[src/ssw_pkg.sv]
// Constants, register map and state types of the two/three-wire serial port
// ============================================================================
package ssw_pkg;

    // ========================================================================
    // Register map: word indices, byte address is four times the index
    localparam int          AXI_ADDR_W    = 20;
    localparam int          IDX_W         = 18;
    localparam logic [17:0] IDX_PORT_DIR  = 18'h0_ffa7;
    localparam logic [17:0] IDX_SHIFT     = 18'h0_ffa8;
    localparam logic [17:0] IDX_STATUS    = 18'h0_ffa9;
    localparam logic [17:0] IDX_CONTROL   = 18'h0_ffaa;
    localparam logic [17:0] IDX_WIRE_MODE = 18'h0_ffab;

    // ========================================================================
    // Fields and reset values
    localparam logic [7:0] CONTROL_RESET  = 8'h00;
    localparam logic [7:0] CONTROL_MASK   = 8'h87;
    localparam logic [7:0] SHIFT_RESET    = 8'h00;
    localparam logic [1:0] PORT_DIR_RESET = 2'h0;
    localparam int         ENABLE_BIT     = 7;
    localparam int         RX_ONLY_BIT    = 2;
    localparam int         CLK_DIR_BIT    = 0;
    localparam int         DATA_DIR_BIT   = 1;
    localparam int         DONE_BIT       = 0;

    // ========================================================================
    // Clock sources and timing
    localparam logic [1:0] CLK_EXTERNAL = 2'h0;
    localparam logic [1:0] CLK_TIMER    = 2'h1;
    localparam logic [1:0] CLK_DIV_LO   = 2'h2;
    localparam logic [1:0] CLK_DIV_HI   = 2'h3;
    localparam int         DIV_LO_EXP   = 3;
    localparam int         DIV_HI_EXP   = 7;
    // Half a serial clock period, in system clocks, minus one
    localparam logic [6:0] DIV_LO_LAST  = 7'(2 ** (DIV_LO_EXP - 1) - 1);
    localparam logic [6:0] DIV_HI_LAST  = 7'(2 ** (DIV_HI_EXP - 1) - 1);
    localparam logic [3:0] XFER_BITS    = 4'h8;
    localparam int         FIFO_DEPTH   = 8;
    localparam int         DATA_W       = 8;

    // ========================================================================
    // Bus answers and engine states
    localparam logic [1:0] RESP_OKAY    = 2'h0;
    localparam logic [1:0] RESP_SLVERR  = 2'h2;

    typedef enum logic {ST_IDLE, ST_SHIFT} ssw_state_type;

endpackage

[src/ssw_serial_port.sv]
// Serial port engine with AXI4-Lite registers and its transmit FIFO
//
// Our own choice: the AXI4-Lite register port.
`timescale 1ns/1ps

// ============================================================================
// Transmit FIFO; DEPTH must be a power of two
module ssw_fifo #(
    parameter int WIDTH = 8,
    parameter int DEPTH = 8
) (
    // Clock and reset
    input  wire logic             aclk,
    input  wire logic             aresetn,
    input  wire logic             clear,
    // Filling side
    input  wire logic             in_valid,
    output logic                  in_ready,
    input  wire logic [WIDTH-1:0] in_data,
    // Draining side
    output logic                  out_valid,
    input  wire logic             out_ready,
    output logic [WIDTH-1:0]      out_data
);
    localparam int AW = $clog2(DEPTH);

    typedef struct packed {
        logic [AW:0] wp;
        logic [AW:0] rp;
    } ssw_fifo_state_type;

    ssw_fifo_state_type s;
    ssw_fifo_state_type n;
    logic [WIDTH-1:0]   mem [DEPTH];
    logic [AW:0]        used;

    always_comb begin
        used      = s.wp - s.rp;
        in_ready  = (used != (AW + 1)'(DEPTH));
        out_valid = (s.wp != s.rp);
        out_data  = mem[s.rp[AW-1:0]];
        n         = s;
        if (in_valid && in_ready) begin
            n.wp = s.wp + 1'b1;
        end
        if (out_valid && out_ready) begin
            n.rp = s.rp + 1'b1;
        end
        if (clear) begin
            n.wp = '0;
            n.rp = '0;
        end
    end

    always_ff @(posedge aclk) begin
        if (!aresetn) begin
            s <= '0;
        end else begin
            s <= n;
        end
        if (in_valid && in_ready) begin
            mem[s.wp[AW-1:0]] <= in_data;
        end
    end

endmodule

// ============================================================================
// Clock-synchronous serial port, top level
module ssw_serial_port #(
    parameter int FIFO_DEPTH = ssw_pkg::FIFO_DEPTH
) (
    // Clock and reset
    input  wire logic        aclk,
    input  wire logic        aresetn,
    // AXI4-Lite write channels
    input  wire logic [19:0] awaddr,
    input  wire logic        awvalid,
    output logic             awready,
    input  wire logic [31:0] wdata,
    input  wire logic [3:0]  wstrb,
    input  wire logic        wvalid,
    output logic             wready,
    output logic [1:0]       bresp,
    output logic             bvalid,
    input  wire logic        bready,
    // AXI4-Lite read channels
    input  wire logic [19:0] araddr,
    input  wire logic        arvalid,
    output logic             arready,
    output logic [31:0]      rdata,
    output logic [1:0]       rresp,
    output logic             rvalid,
    input  wire logic        rready,
    // Serial clock pin
    input  wire logic        serial_clock_pin_i,
    output logic             serial_clock_pin_o,
    output logic             serial_clock_pin_oe,
    // Data out pin, shared data pin in two-wire mode
    input  wire logic        data_out_pin_i,
    output logic             data_out_pin_o,
    output logic             data_out_pin_oe,
    // Data in pin and on-chip timer
    input  wire logic        data_in_pin_i,
    input  wire logic        timer_clock_output
);
    typedef struct packed {
        logic                  aw_rdy;
        logic [17:0]           aw_idx;
        logic                  w_rdy;
        logic [7:0]            w_data;
        logic                  w_lane0;
        logic                  bvalid;
        logic [1:0]            bresp;
        logic                  ar_rdy;
        logic                  rvalid;
        logic [7:0]            rdata;
        logic [1:0]            rresp;
        logic [7:0]            control;
        logic                  wire_mode;
        logic [1:0]            port_dir;
        logic [7:0]            sh;
        logic                  done;
        ssw_pkg::ssw_state_type state;
        logic [3:0]            cnt;
        logic [6:0]            div;
        logic                  sck;
        logic                  out_bit;
        logic                  sck_oe;
        logic                  dout_oe;
        logic                  tmr_prev;
        logic [2:0]            sck_sync;
        logic                  sck_stable;
        logic [2:0]            din_sync;
        logic                  din_stable;
    } ssw_top_state_type;

    localparam ssw_top_state_type S_RESET = '{
        aw_rdy:     1'b1,
        aw_idx:     '0,
        w_rdy:      1'b1,
        w_data:     '0,
        w_lane0:    1'b0,
        bvalid:     1'b0,
        bresp:      ssw_pkg::RESP_OKAY,
        ar_rdy:     1'b1,
        rvalid:     1'b0,
        rdata:      '0,
        rresp:      ssw_pkg::RESP_OKAY,
        control:    ssw_pkg::CONTROL_RESET,
        wire_mode:  1'b0,
        port_dir:   ssw_pkg::PORT_DIR_RESET,
        sh:         ssw_pkg::SHIFT_RESET,
        done:       1'b0,
        state:      ssw_pkg::ST_IDLE,
        cnt:        '0,
        div:        '0,
        sck:        1'b1,
        out_bit:    1'b0,
        sck_oe:     1'b0,
        dout_oe:    1'b0,
        tmr_prev:   1'b0,
        sck_sync:   3'h7,
        sck_stable: 1'b1,
        din_sync:   '0,
        din_stable: 1'b0
    };

    ssw_top_state_type s;
    ssw_top_state_type n;

    logic       enable;
    logic       rx_only;
    logic [1:0] clk_src;
    logic       do_write;
    logic       fifo_in_valid;
    logic       fifo_in_ready;
    logic       fifo_out_valid;
    logic       fifo_pop;
    logic [7:0] fifo_out_data;
    logic       rd_start;
    logic       ext_rise;
    logic       ext_fall;
    logic       tgl;
    logic       sck_fall;
    logic       sck_rise;
    logic [6:0] div_last;

    // ========================================================================
    // Transmit FIFO; a full FIFO holds the write response back
    ssw_fifo #(
        .WIDTH (ssw_pkg::DATA_W),
        .DEPTH (FIFO_DEPTH)
    ) u_fifo (
        .aclk      (aclk),
        .aresetn   (aresetn),
        .clear     (!enable),
        .in_valid  (fifo_in_valid),
        .in_ready  (fifo_in_ready),
        .in_data   (s.w_data),
        .out_valid (fifo_out_valid),
        .out_ready (fifo_pop),
        .out_data  (fifo_out_data)
    );

    // ========================================================================
    // Next state
    always_comb begin
        n        = s;
        enable   = s.control[ssw_pkg::ENABLE_BIT];
        rx_only  = s.control[ssw_pkg::RX_ONLY_BIT];
        clk_src  = s.control[1:0];
        rd_start = 1'b0;
        fifo_pop = 1'b0;
        ext_rise = 1'b0;
        ext_fall = 1'b0;
        tgl      = 1'b0;
        sck_fall = 1'b0;
        sck_rise = 1'b0;
        div_last = ssw_pkg::DIV_LO_LAST;

        // Pin synchronisers: a change counts once stages two and three agree
        n.tmr_prev = timer_clock_output;
        n.sck_sync = {s.sck_sync[1:0], serial_clock_pin_i};
        n.din_sync = {s.din_sync[1:0],
                      s.wire_mode ? data_out_pin_i : data_in_pin_i};
        if (s.sck_sync[1] == s.sck_sync[2]
                && s.sck_sync[2] != s.sck_stable) begin
            n.sck_stable = s.sck_sync[2];
            ext_rise     = s.sck_sync[2];
            ext_fall     = !s.sck_sync[2];
        end
        if (s.din_sync[1] == s.din_sync[2]) begin
            n.din_stable = s.din_sync[2];
        end

        // Write address and data are taken in either order
        if (awvalid && s.aw_rdy) begin
            n.aw_rdy = 1'b0;
            n.aw_idx = awaddr[19:2];
        end
        if (wvalid && s.w_rdy) begin
            n.w_rdy   = 1'b0;
            n.w_data  = wdata[7:0];
            n.w_lane0 = wstrb[0];
        end
        if (s.bvalid && bready) begin
            n.bvalid = 1'b0;
        end
        do_write      = !s.aw_rdy && !s.w_rdy && !s.bvalid;
        // Only an enabled transmit-mode write queues a byte
        fifo_in_valid = do_write && s.aw_idx == ssw_pkg::IDX_SHIFT
                        && s.w_lane0 && enable && !rx_only;
        if (do_write && (!fifo_in_valid || fifo_in_ready)) begin
            n.aw_rdy = 1'b1;
            n.w_rdy  = 1'b1;
            n.bvalid = 1'b1;
            n.bresp  = ssw_pkg::RESP_OKAY;
            case (s.aw_idx)
                ssw_pkg::IDX_CONTROL: begin
                    if (s.w_lane0) begin
                        n.control = s.w_data & ssw_pkg::CONTROL_MASK;
                    end
                end
                ssw_pkg::IDX_WIRE_MODE: begin
                    if (s.w_lane0) begin
                        n.wire_mode = s.w_data[0];
                    end
                end
                ssw_pkg::IDX_PORT_DIR: begin
                    if (s.w_lane0) begin
                        n.port_dir = s.w_data[1:0];
                    end
                end
                ssw_pkg::IDX_STATUS: begin
                    if (s.w_lane0 && s.w_data[ssw_pkg::DONE_BIT]) begin
                        n.done = 1'b0;
                    end
                end
                ssw_pkg::IDX_SHIFT: begin
                    // Stored only; a later enable does not send it
                    if (s.w_lane0 && !fifo_in_valid
                            && s.state == ssw_pkg::ST_IDLE) begin
                        n.sh = s.w_data;
                    end
                end
                default: begin
                    n.bresp = ssw_pkg::RESP_SLVERR;
                end
            endcase
        end

        // Read channel: one read under way at a time
        if (s.rvalid && rready) begin
            n.rvalid = 1'b0;
            n.ar_rdy = 1'b1;
        end
        if (arvalid && s.ar_rdy) begin
            n.ar_rdy = 1'b0;
            n.rvalid = 1'b1;
            n.rresp  = ssw_pkg::RESP_OKAY;
            n.rdata  = 8'h00;
            case (araddr[19:2])
                ssw_pkg::IDX_CONTROL:   n.rdata = s.control;
                ssw_pkg::IDX_WIRE_MODE: n.rdata = {7'h00, s.wire_mode};
                ssw_pkg::IDX_PORT_DIR:  n.rdata = {6'h00, s.port_dir};
                ssw_pkg::IDX_STATUS: begin
                    n.rdata = {6'h00, s.state == ssw_pkg::ST_SHIFT, s.done};
                end
                ssw_pkg::IDX_SHIFT: begin
                    n.rdata  = s.sh;
                    rd_start = enable && rx_only
                               && s.state == ssw_pkg::ST_IDLE;
                end
                default: n.rresp = ssw_pkg::RESP_SLVERR;
            endcase
        end

        // Shift clock source
        if (clk_src == ssw_pkg::CLK_DIV_HI) begin
            div_last = ssw_pkg::DIV_HI_LAST;
        end
        case (clk_src)
            ssw_pkg::CLK_EXTERNAL: begin
                sck_fall = ext_fall;
                sck_rise = ext_rise;
            end
            ssw_pkg::CLK_TIMER: begin
                tgl = timer_clock_output && !s.tmr_prev;
            end
            default: begin
                tgl = (s.div == div_last);
            end
        endcase
        if (clk_src != ssw_pkg::CLK_EXTERNAL) begin
            sck_fall = tgl && s.sck;
            sck_rise = tgl && !s.sck;
        end

        // Transfer engine
        case (s.state)
            ssw_pkg::ST_IDLE: begin
                n.div = '0;
                n.cnt = '0;
                n.sck = 1'b1;
                if (enable && !rx_only && fifo_out_valid) begin
                    fifo_pop = 1'b1;
                    n.sh     = fifo_out_data;
                    n.state  = ssw_pkg::ST_SHIFT;
                end else if (rd_start) begin
                    n.state = ssw_pkg::ST_SHIFT;
                end
            end
            ssw_pkg::ST_SHIFT: begin
                n.div = (s.div == div_last) ? 7'h00 : s.div + 7'h01;
                if (sck_fall) begin
                    n.sck     = (clk_src == ssw_pkg::CLK_EXTERNAL);
                    n.out_bit = s.sh[7];
                    n.sh      = {s.sh[6:0], 1'b0};
                end
                if (sck_rise) begin
                    n.sck   = 1'b1;
                    n.sh[0] = n.din_stable;
                    n.cnt   = s.cnt + 4'h1;
                    if (s.cnt == ssw_pkg::XFER_BITS - 4'h1) begin
                        n.state = ssw_pkg::ST_IDLE;
                        n.done  = 1'b1;
                    end
                end
            end
            default: begin
                n.state = ssw_pkg::ST_IDLE;
            end
        endcase

        // Disabled: counter cleared, shifter stopped, pins released
        if (!enable) begin
            n.state = ssw_pkg::ST_IDLE;
            n.cnt   = '0;
            n.div   = '0;
            n.sck   = 1'b1;
        end
        // Receive-only keeps the data output latch low
        if (rx_only) begin
            n.out_bit = 1'b0;
        end
        n.sck_oe  = enable && clk_src != ssw_pkg::CLK_EXTERNAL
                    && !s.port_dir[ssw_pkg::CLK_DIR_BIT];
        n.dout_oe = enable && !rx_only
                    && !s.port_dir[ssw_pkg::DATA_DIR_BIT];
    end

    always_ff @(posedge aclk) begin
        if (!aresetn) begin
            s <= S_RESET;
        end else begin
            s <= n;
        end
    end

    // ========================================================================
    // Outputs
    always_comb begin
        awready             = s.aw_rdy;
        wready              = s.w_rdy;
        bvalid              = s.bvalid;
        bresp               = s.bresp;
        arready             = s.ar_rdy;
        rvalid              = s.rvalid;
        rresp               = s.rresp;
        rdata               = {24'h00_0000, s.rdata};
        serial_clock_pin_o  = s.sck;
        serial_clock_pin_oe = s.sck_oe;
        data_out_pin_o      = s.out_bit;
        data_out_pin_oe     = s.dout_oe;
    end

endmodule

[config.mk]
export PLATFORM = sky130hd
export DESIGN_NAME = ssw_serial_port
export DESIGN_NICKNAME = d
export VERILOG_FILES = /design/src/ssw_pkg.sv /design/src/ssw_serial_port.sv
export SDC_FILE = /design/constraint.sdc
export NUM_CORES = 1
export LEC_CHECK = 0
export ABC_CLOCK_PERIOD_IN_PS = 4000
export BUFFER_PORTS_ARGS = -buffer_cell sky130_fd_sc_hd__buf_4
export CELL_PAD_IN_SITES_DETAIL_PLACEMENT = 1
export CELL_PAD_IN_SITES_GLOBAL_PLACEMENT = 1
export CORE_MARGIN = 2
export CORE_UTILIZATION = 25
export CTS_CLUSTER_DIAMETER = 30
export DETAILED_ROUTE_END_ITERATION = 8
export PLACE_DENSITY_LB_ADDON = 0.12
export SLEW_MARGIN = 20
export SYNTH_ARGS = -nofsm -noshare
export SYNTH_HDL_FRONTEND = slang
export SYNTH_SLANG_ARGS = --single-unit
export TNS_END_PERCENT = 100
[constraint.sdc]
create_clock -name aclk -period 4 [get_ports aclk]
set_input_delay 0.8 -clock aclk [delete_from_list [all_inputs] [get_ports aclk]]
set_output_delay 0.8 -clock aclk [all_outputs]
set_load 0.02 [all_outputs]
==> qor.json <==
{
  "rsz_0062_raised_after_global_routing": {"value": "false"},
  "std_cell_rows": {"value": 60},
  "multiplexer_fraction_of_the_synthesized_cell_area": {"value": 9.71, "unit": "%"},
  "run_status": {"value": "finished, final reports clean"},
  "post_synth_xor_area_fraction": {"value": 1.88, "unit": "%"},
  "post_synth_inst_count": {"value": 603},
  "die_area": {"value": 28800, "unit": "um2"},
  "clkSlewWorstSetupHoldPaths": {"value": 0.07, "unit": "ns"},
  "route.final.wire_length": {"value": 17400, "unit": "um"},
  "timing.critical_path.slowest_cell_delay": {"value": 0.74, "unit": "ns"},
  "place.detailed.hpwl": {"value": 12600, "unit": "um"},
  "synth_area_leaders": {"value": "edfxtp_1, dfxtp_1, mux4_2"},
  "timing.critical_path.fanout_max": {"value": 10},
  "io_buffer_count": {"value": 74},
  "num_vias": {"value": 4590},
  "initial_antenna_violation_count": {"value": 0},
  "layout-drive-gt1-share": {"value": 21.3, "unit": "%"},
  "area_of_the_core": {"value": 27000, "unit": "um2"},
  "area_growth": {"value": 20.4, "unit": "%"},
  "worst_path_dominant_cell_family": {"value": "simple AND/OR/NAND/NOR gates"},
  "drv_slew": {"value": 0},
  "layout.cells.non_filler": {"value": 1023},
  "first_global_vias": {"value": 4967},
  "path_cells": {"value": "ha_1 > nor2b_1 > o211a_1 > o211ai_1 > nand3_1 > nor3_2"},
  "worst_ep_required_time": {"value": 4.05, "unit": "ns"},
  "drt_drc_violations_left": {"value": 0},
  "p_total": {"value": 3.53, "unit": "mW"},
  "clk_latency": {"value": 0.43, "unit": "ns"},
  "cts_root_buf": {"value": "clkbuf_16"},
  "clock_tree_from_tritoncts": {"value": "done"},
  "post-synth-top-count-cell": {"value": "dfxtp_1"},
  "power.density_cell_area": {"value": 428, "unit": "nW/um2"},
  "worstPathArrival": {"value": 3.10, "unit": "ns"},
  "finalHoldWorstSlack": {"value": 0.418, "unit": "ns"},
  "synth_top_area_cell": {"value": "edfxtp_1"},
  "setup.worst_path.start_class": {"value": "flip-flop"},
  "ant_nets": {"value": 0},
  "setup_viol_count_final": {"value": 0},
  "async_reset_ff_share": {"value": 0, "unit": "%"},
  "setup_tns": {"value": 0, "unit": "ns"},
  "post_synth_num_cell_types": {"value": 61},
  "dieHeight": {"value": 170, "unit": "um"},
  "number_of_synthesized_flops_with_an_enable_pin": {"value": 64},
  "nets": {"value": 763},
  "post_cts.resized_instances": {"value": 0},
  "fmax": {"value": 0.329, "unit": "GHz"},
  "floorplan.die.width": {"value": 170, "unit": "um"},
  "cts_setup_buffers": {"value": 0},
  "num_io_pins": {"value": 132},
  "synth_area_in_compound_gates": {"value": 8.76, "unit": "%"},
  "postCtsHoldBufs": {"value": 0},
  "grt_start_max_net_pins": {"value": 43},
  "final_min_period_over_clock_period": {"value": 76.1, "unit": "%"},
  "overflow_left_after_global_routing": {"value": 0},
  "cts.sinks": {"value": 158},
  "dp_cells": {"value": 991},
  "clock_tree.htree_level_count": {"value": 4},
  "critical_path_class": {"value": "flip-flop to flip-flop"},
  "postLayoutSetupSlackWorst": {"value": 0.957, "unit": "ns"},
  "num_antenna_cells": {"value": 0},
  "period_minus_slack": {"value": 3.04, "unit": "ns"},
  "start_util": {"value": 25.4, "unit": "%"},
  "peakVddDrop": {"value": 0.225, "unit": "mV"},
  "worstPathBufferInverterCount": {"value": 0},
  "worst_hold_path_type": {"value": "flip-flop to flip-flop"},
  "dr.first_iter.drc_count": {"value": 131},
  "report.final.hold_viol_count": {"value": 0},
  "critPathCaptureType": {"value": "flip-flop"},
  "slew_headroom": {"value": 39.7, "unit": "%"},
  "route.detailed.vias_per_inst": {"value": 4.49},
  "gr-usage-all-layers": {"value": 12.6, "unit": "%"},
  "maxCapViolCount": {"value": 0},
  "ys_ff_latch": {"value": 158},
  "gp_routability_congestion": {"value": 0.707},
  "grt_first_pass_wirelength": {"value": 27600, "unit": "um"},
  "p_leak": {"value": 3.03, "unit": "nW"},
  "firstDrtPassIters": {"value": 4},
  "synthFlopType": {"value": "dfxtp_1"},
  "synth_commonest_cells": {"value": "dfxtp_1, nand2_1, edfxtp_1"},
  "final.setup_skew": {"value": 0.0121, "unit": "ns"},
  "cpMaxStageDelayCell": {"value": "nor3_2"},
  "post_synth_fa_ha_maj_area_fraction": {"value": 1.42, "unit": "%"},
  "combinational_family_with_the_most_area_after_synthesis": {"value": "simple AND/OR/NAND/NOR gates"},
  "tightest_slew": {"value": 0.900, "unit": "ns"},
  "sequential_element_share_of_the_synthesized_area": {"value": 55.5, "unit": "%"},
  "synth_simple_gate_area_share": {"value": 16.8, "unit": "%"},
  "post-place-ws": {"value": 0.899, "unit": "ns"},
  "synth_area": {"value": 6860, "unit": "um2"},
  "post_synth.cell_area_avg": {"value": 11.4, "unit": "um2"},
  "synth.yosys.warnings": {"value": 0},
  "drt-wirelength-per-cell": {"value": 17.0, "unit": "um"},
  "clockBufferDepth": {"value": 2},
  "synthDominantCellAreaShare": {"value": 28.0, "unit": "%"},
  "number_of_buffers_inserted_during_clock_tree_synthesis": {"value": 17}
}
[registers in the layout, summed over array words and instances, names as in the netlist, 2 cells and up, named ones only]
signal and cells:
u_fifo.s 8, n 4, clk_src 2, u_fifo.mem 64, s 56, rdata 8
[cell families after synthesis]
group | after synthesis
AOI/OAI and AO/OA | 82
and+or+nand+nor | 227
DFF | 158
muxes | 45
xor gates and xnor gates | 13
adders and majority gates | 8
other | 1
buffers and inverters | 69
[worst register-to-register path: stages (launching register included)]
cell	delay [ns]
dfxtp_1	0.52
ha_1	0.33
nor2b_1	0.16
o211a_1	0.21
o211ai_1	0.43
nand3_1	0.28
nor3_2	0.74
[layer usage]
| layer | part of all wire (%) | track usage (%) |
|---|---|---|
| met5 | 0 | 0 |
| met1 | 48 | 16.7 |
| met2 | 48 | 20.7 |
| met4 | 1.2 | 4.01 |
| met3 | 3.1 | 2.54 |
[metrics by stage]
stage | instance area [um2] | util [%]
2_1_floorplan | 6950 | -
3_3_place_gp | 7650 | 28.4
3_5_place_dp | 7650 | 28.4
4_1_cts | 8260 | 30.6
5_1_grt | 8260 | 30.6
6_report | 8260 | 30.6
[power breakdown]
group | total [mW] | internal [mW] | switching [mW]
Sequential | 1.73 | 1.70 | 0.0327
Clock | 1.64 | 0.849 | 0.790
Combinational | 0.162 | 0.0706 | 0.0913
[area by class of cell]
| type | instances | area [um2] |
|---|---|---|
| clock buffer | 17 | 425 |
| clock inverter | 15 | 185 |
| fill | 2981 | 18700 |
| inverter | 8 | 30.0 |
| multi-input combinational | 401 | 2760 |
| sequential | 158 | 3800 |
| tap | 341 | 427 |
| timing repair buffer | 83 | 623 |
[cell usage in the layout (no fill, tap or decap), types with 8 or more instances in the layout]
cell and count:
nor2_1 42, nand3_1 23, inv_1 8, and2_1 15, nand2b_1 8, nor2b_1 15, conb_1 26, nand2_1 78
edfxtp_1 64, buf_4 83, a21boi_0 30, clkbuf_16 17, o21ai_0 10, dfxtp_1 94, a21oi_1 8, mux4_2 17
mux2i_1 26
[path summary, 6_finish.rpt]
check / cells past startpoint / startpoint / slack [ns] / end
worst max register to register: 6 / u_fifo.s[5] / 0.96 / u_fifo.mem[5][6]
worst min register to register: 1 / n[6] / 0.42 / n[7]
worst max-delay path: 6 / u_fifo.s[5] / 0.96 / u_fifo.mem[5][6]
worst min-delay path: 1 / n[6] / 0.42 / n[7]
No activity file was read; power rests on OpenSTA's default activity.
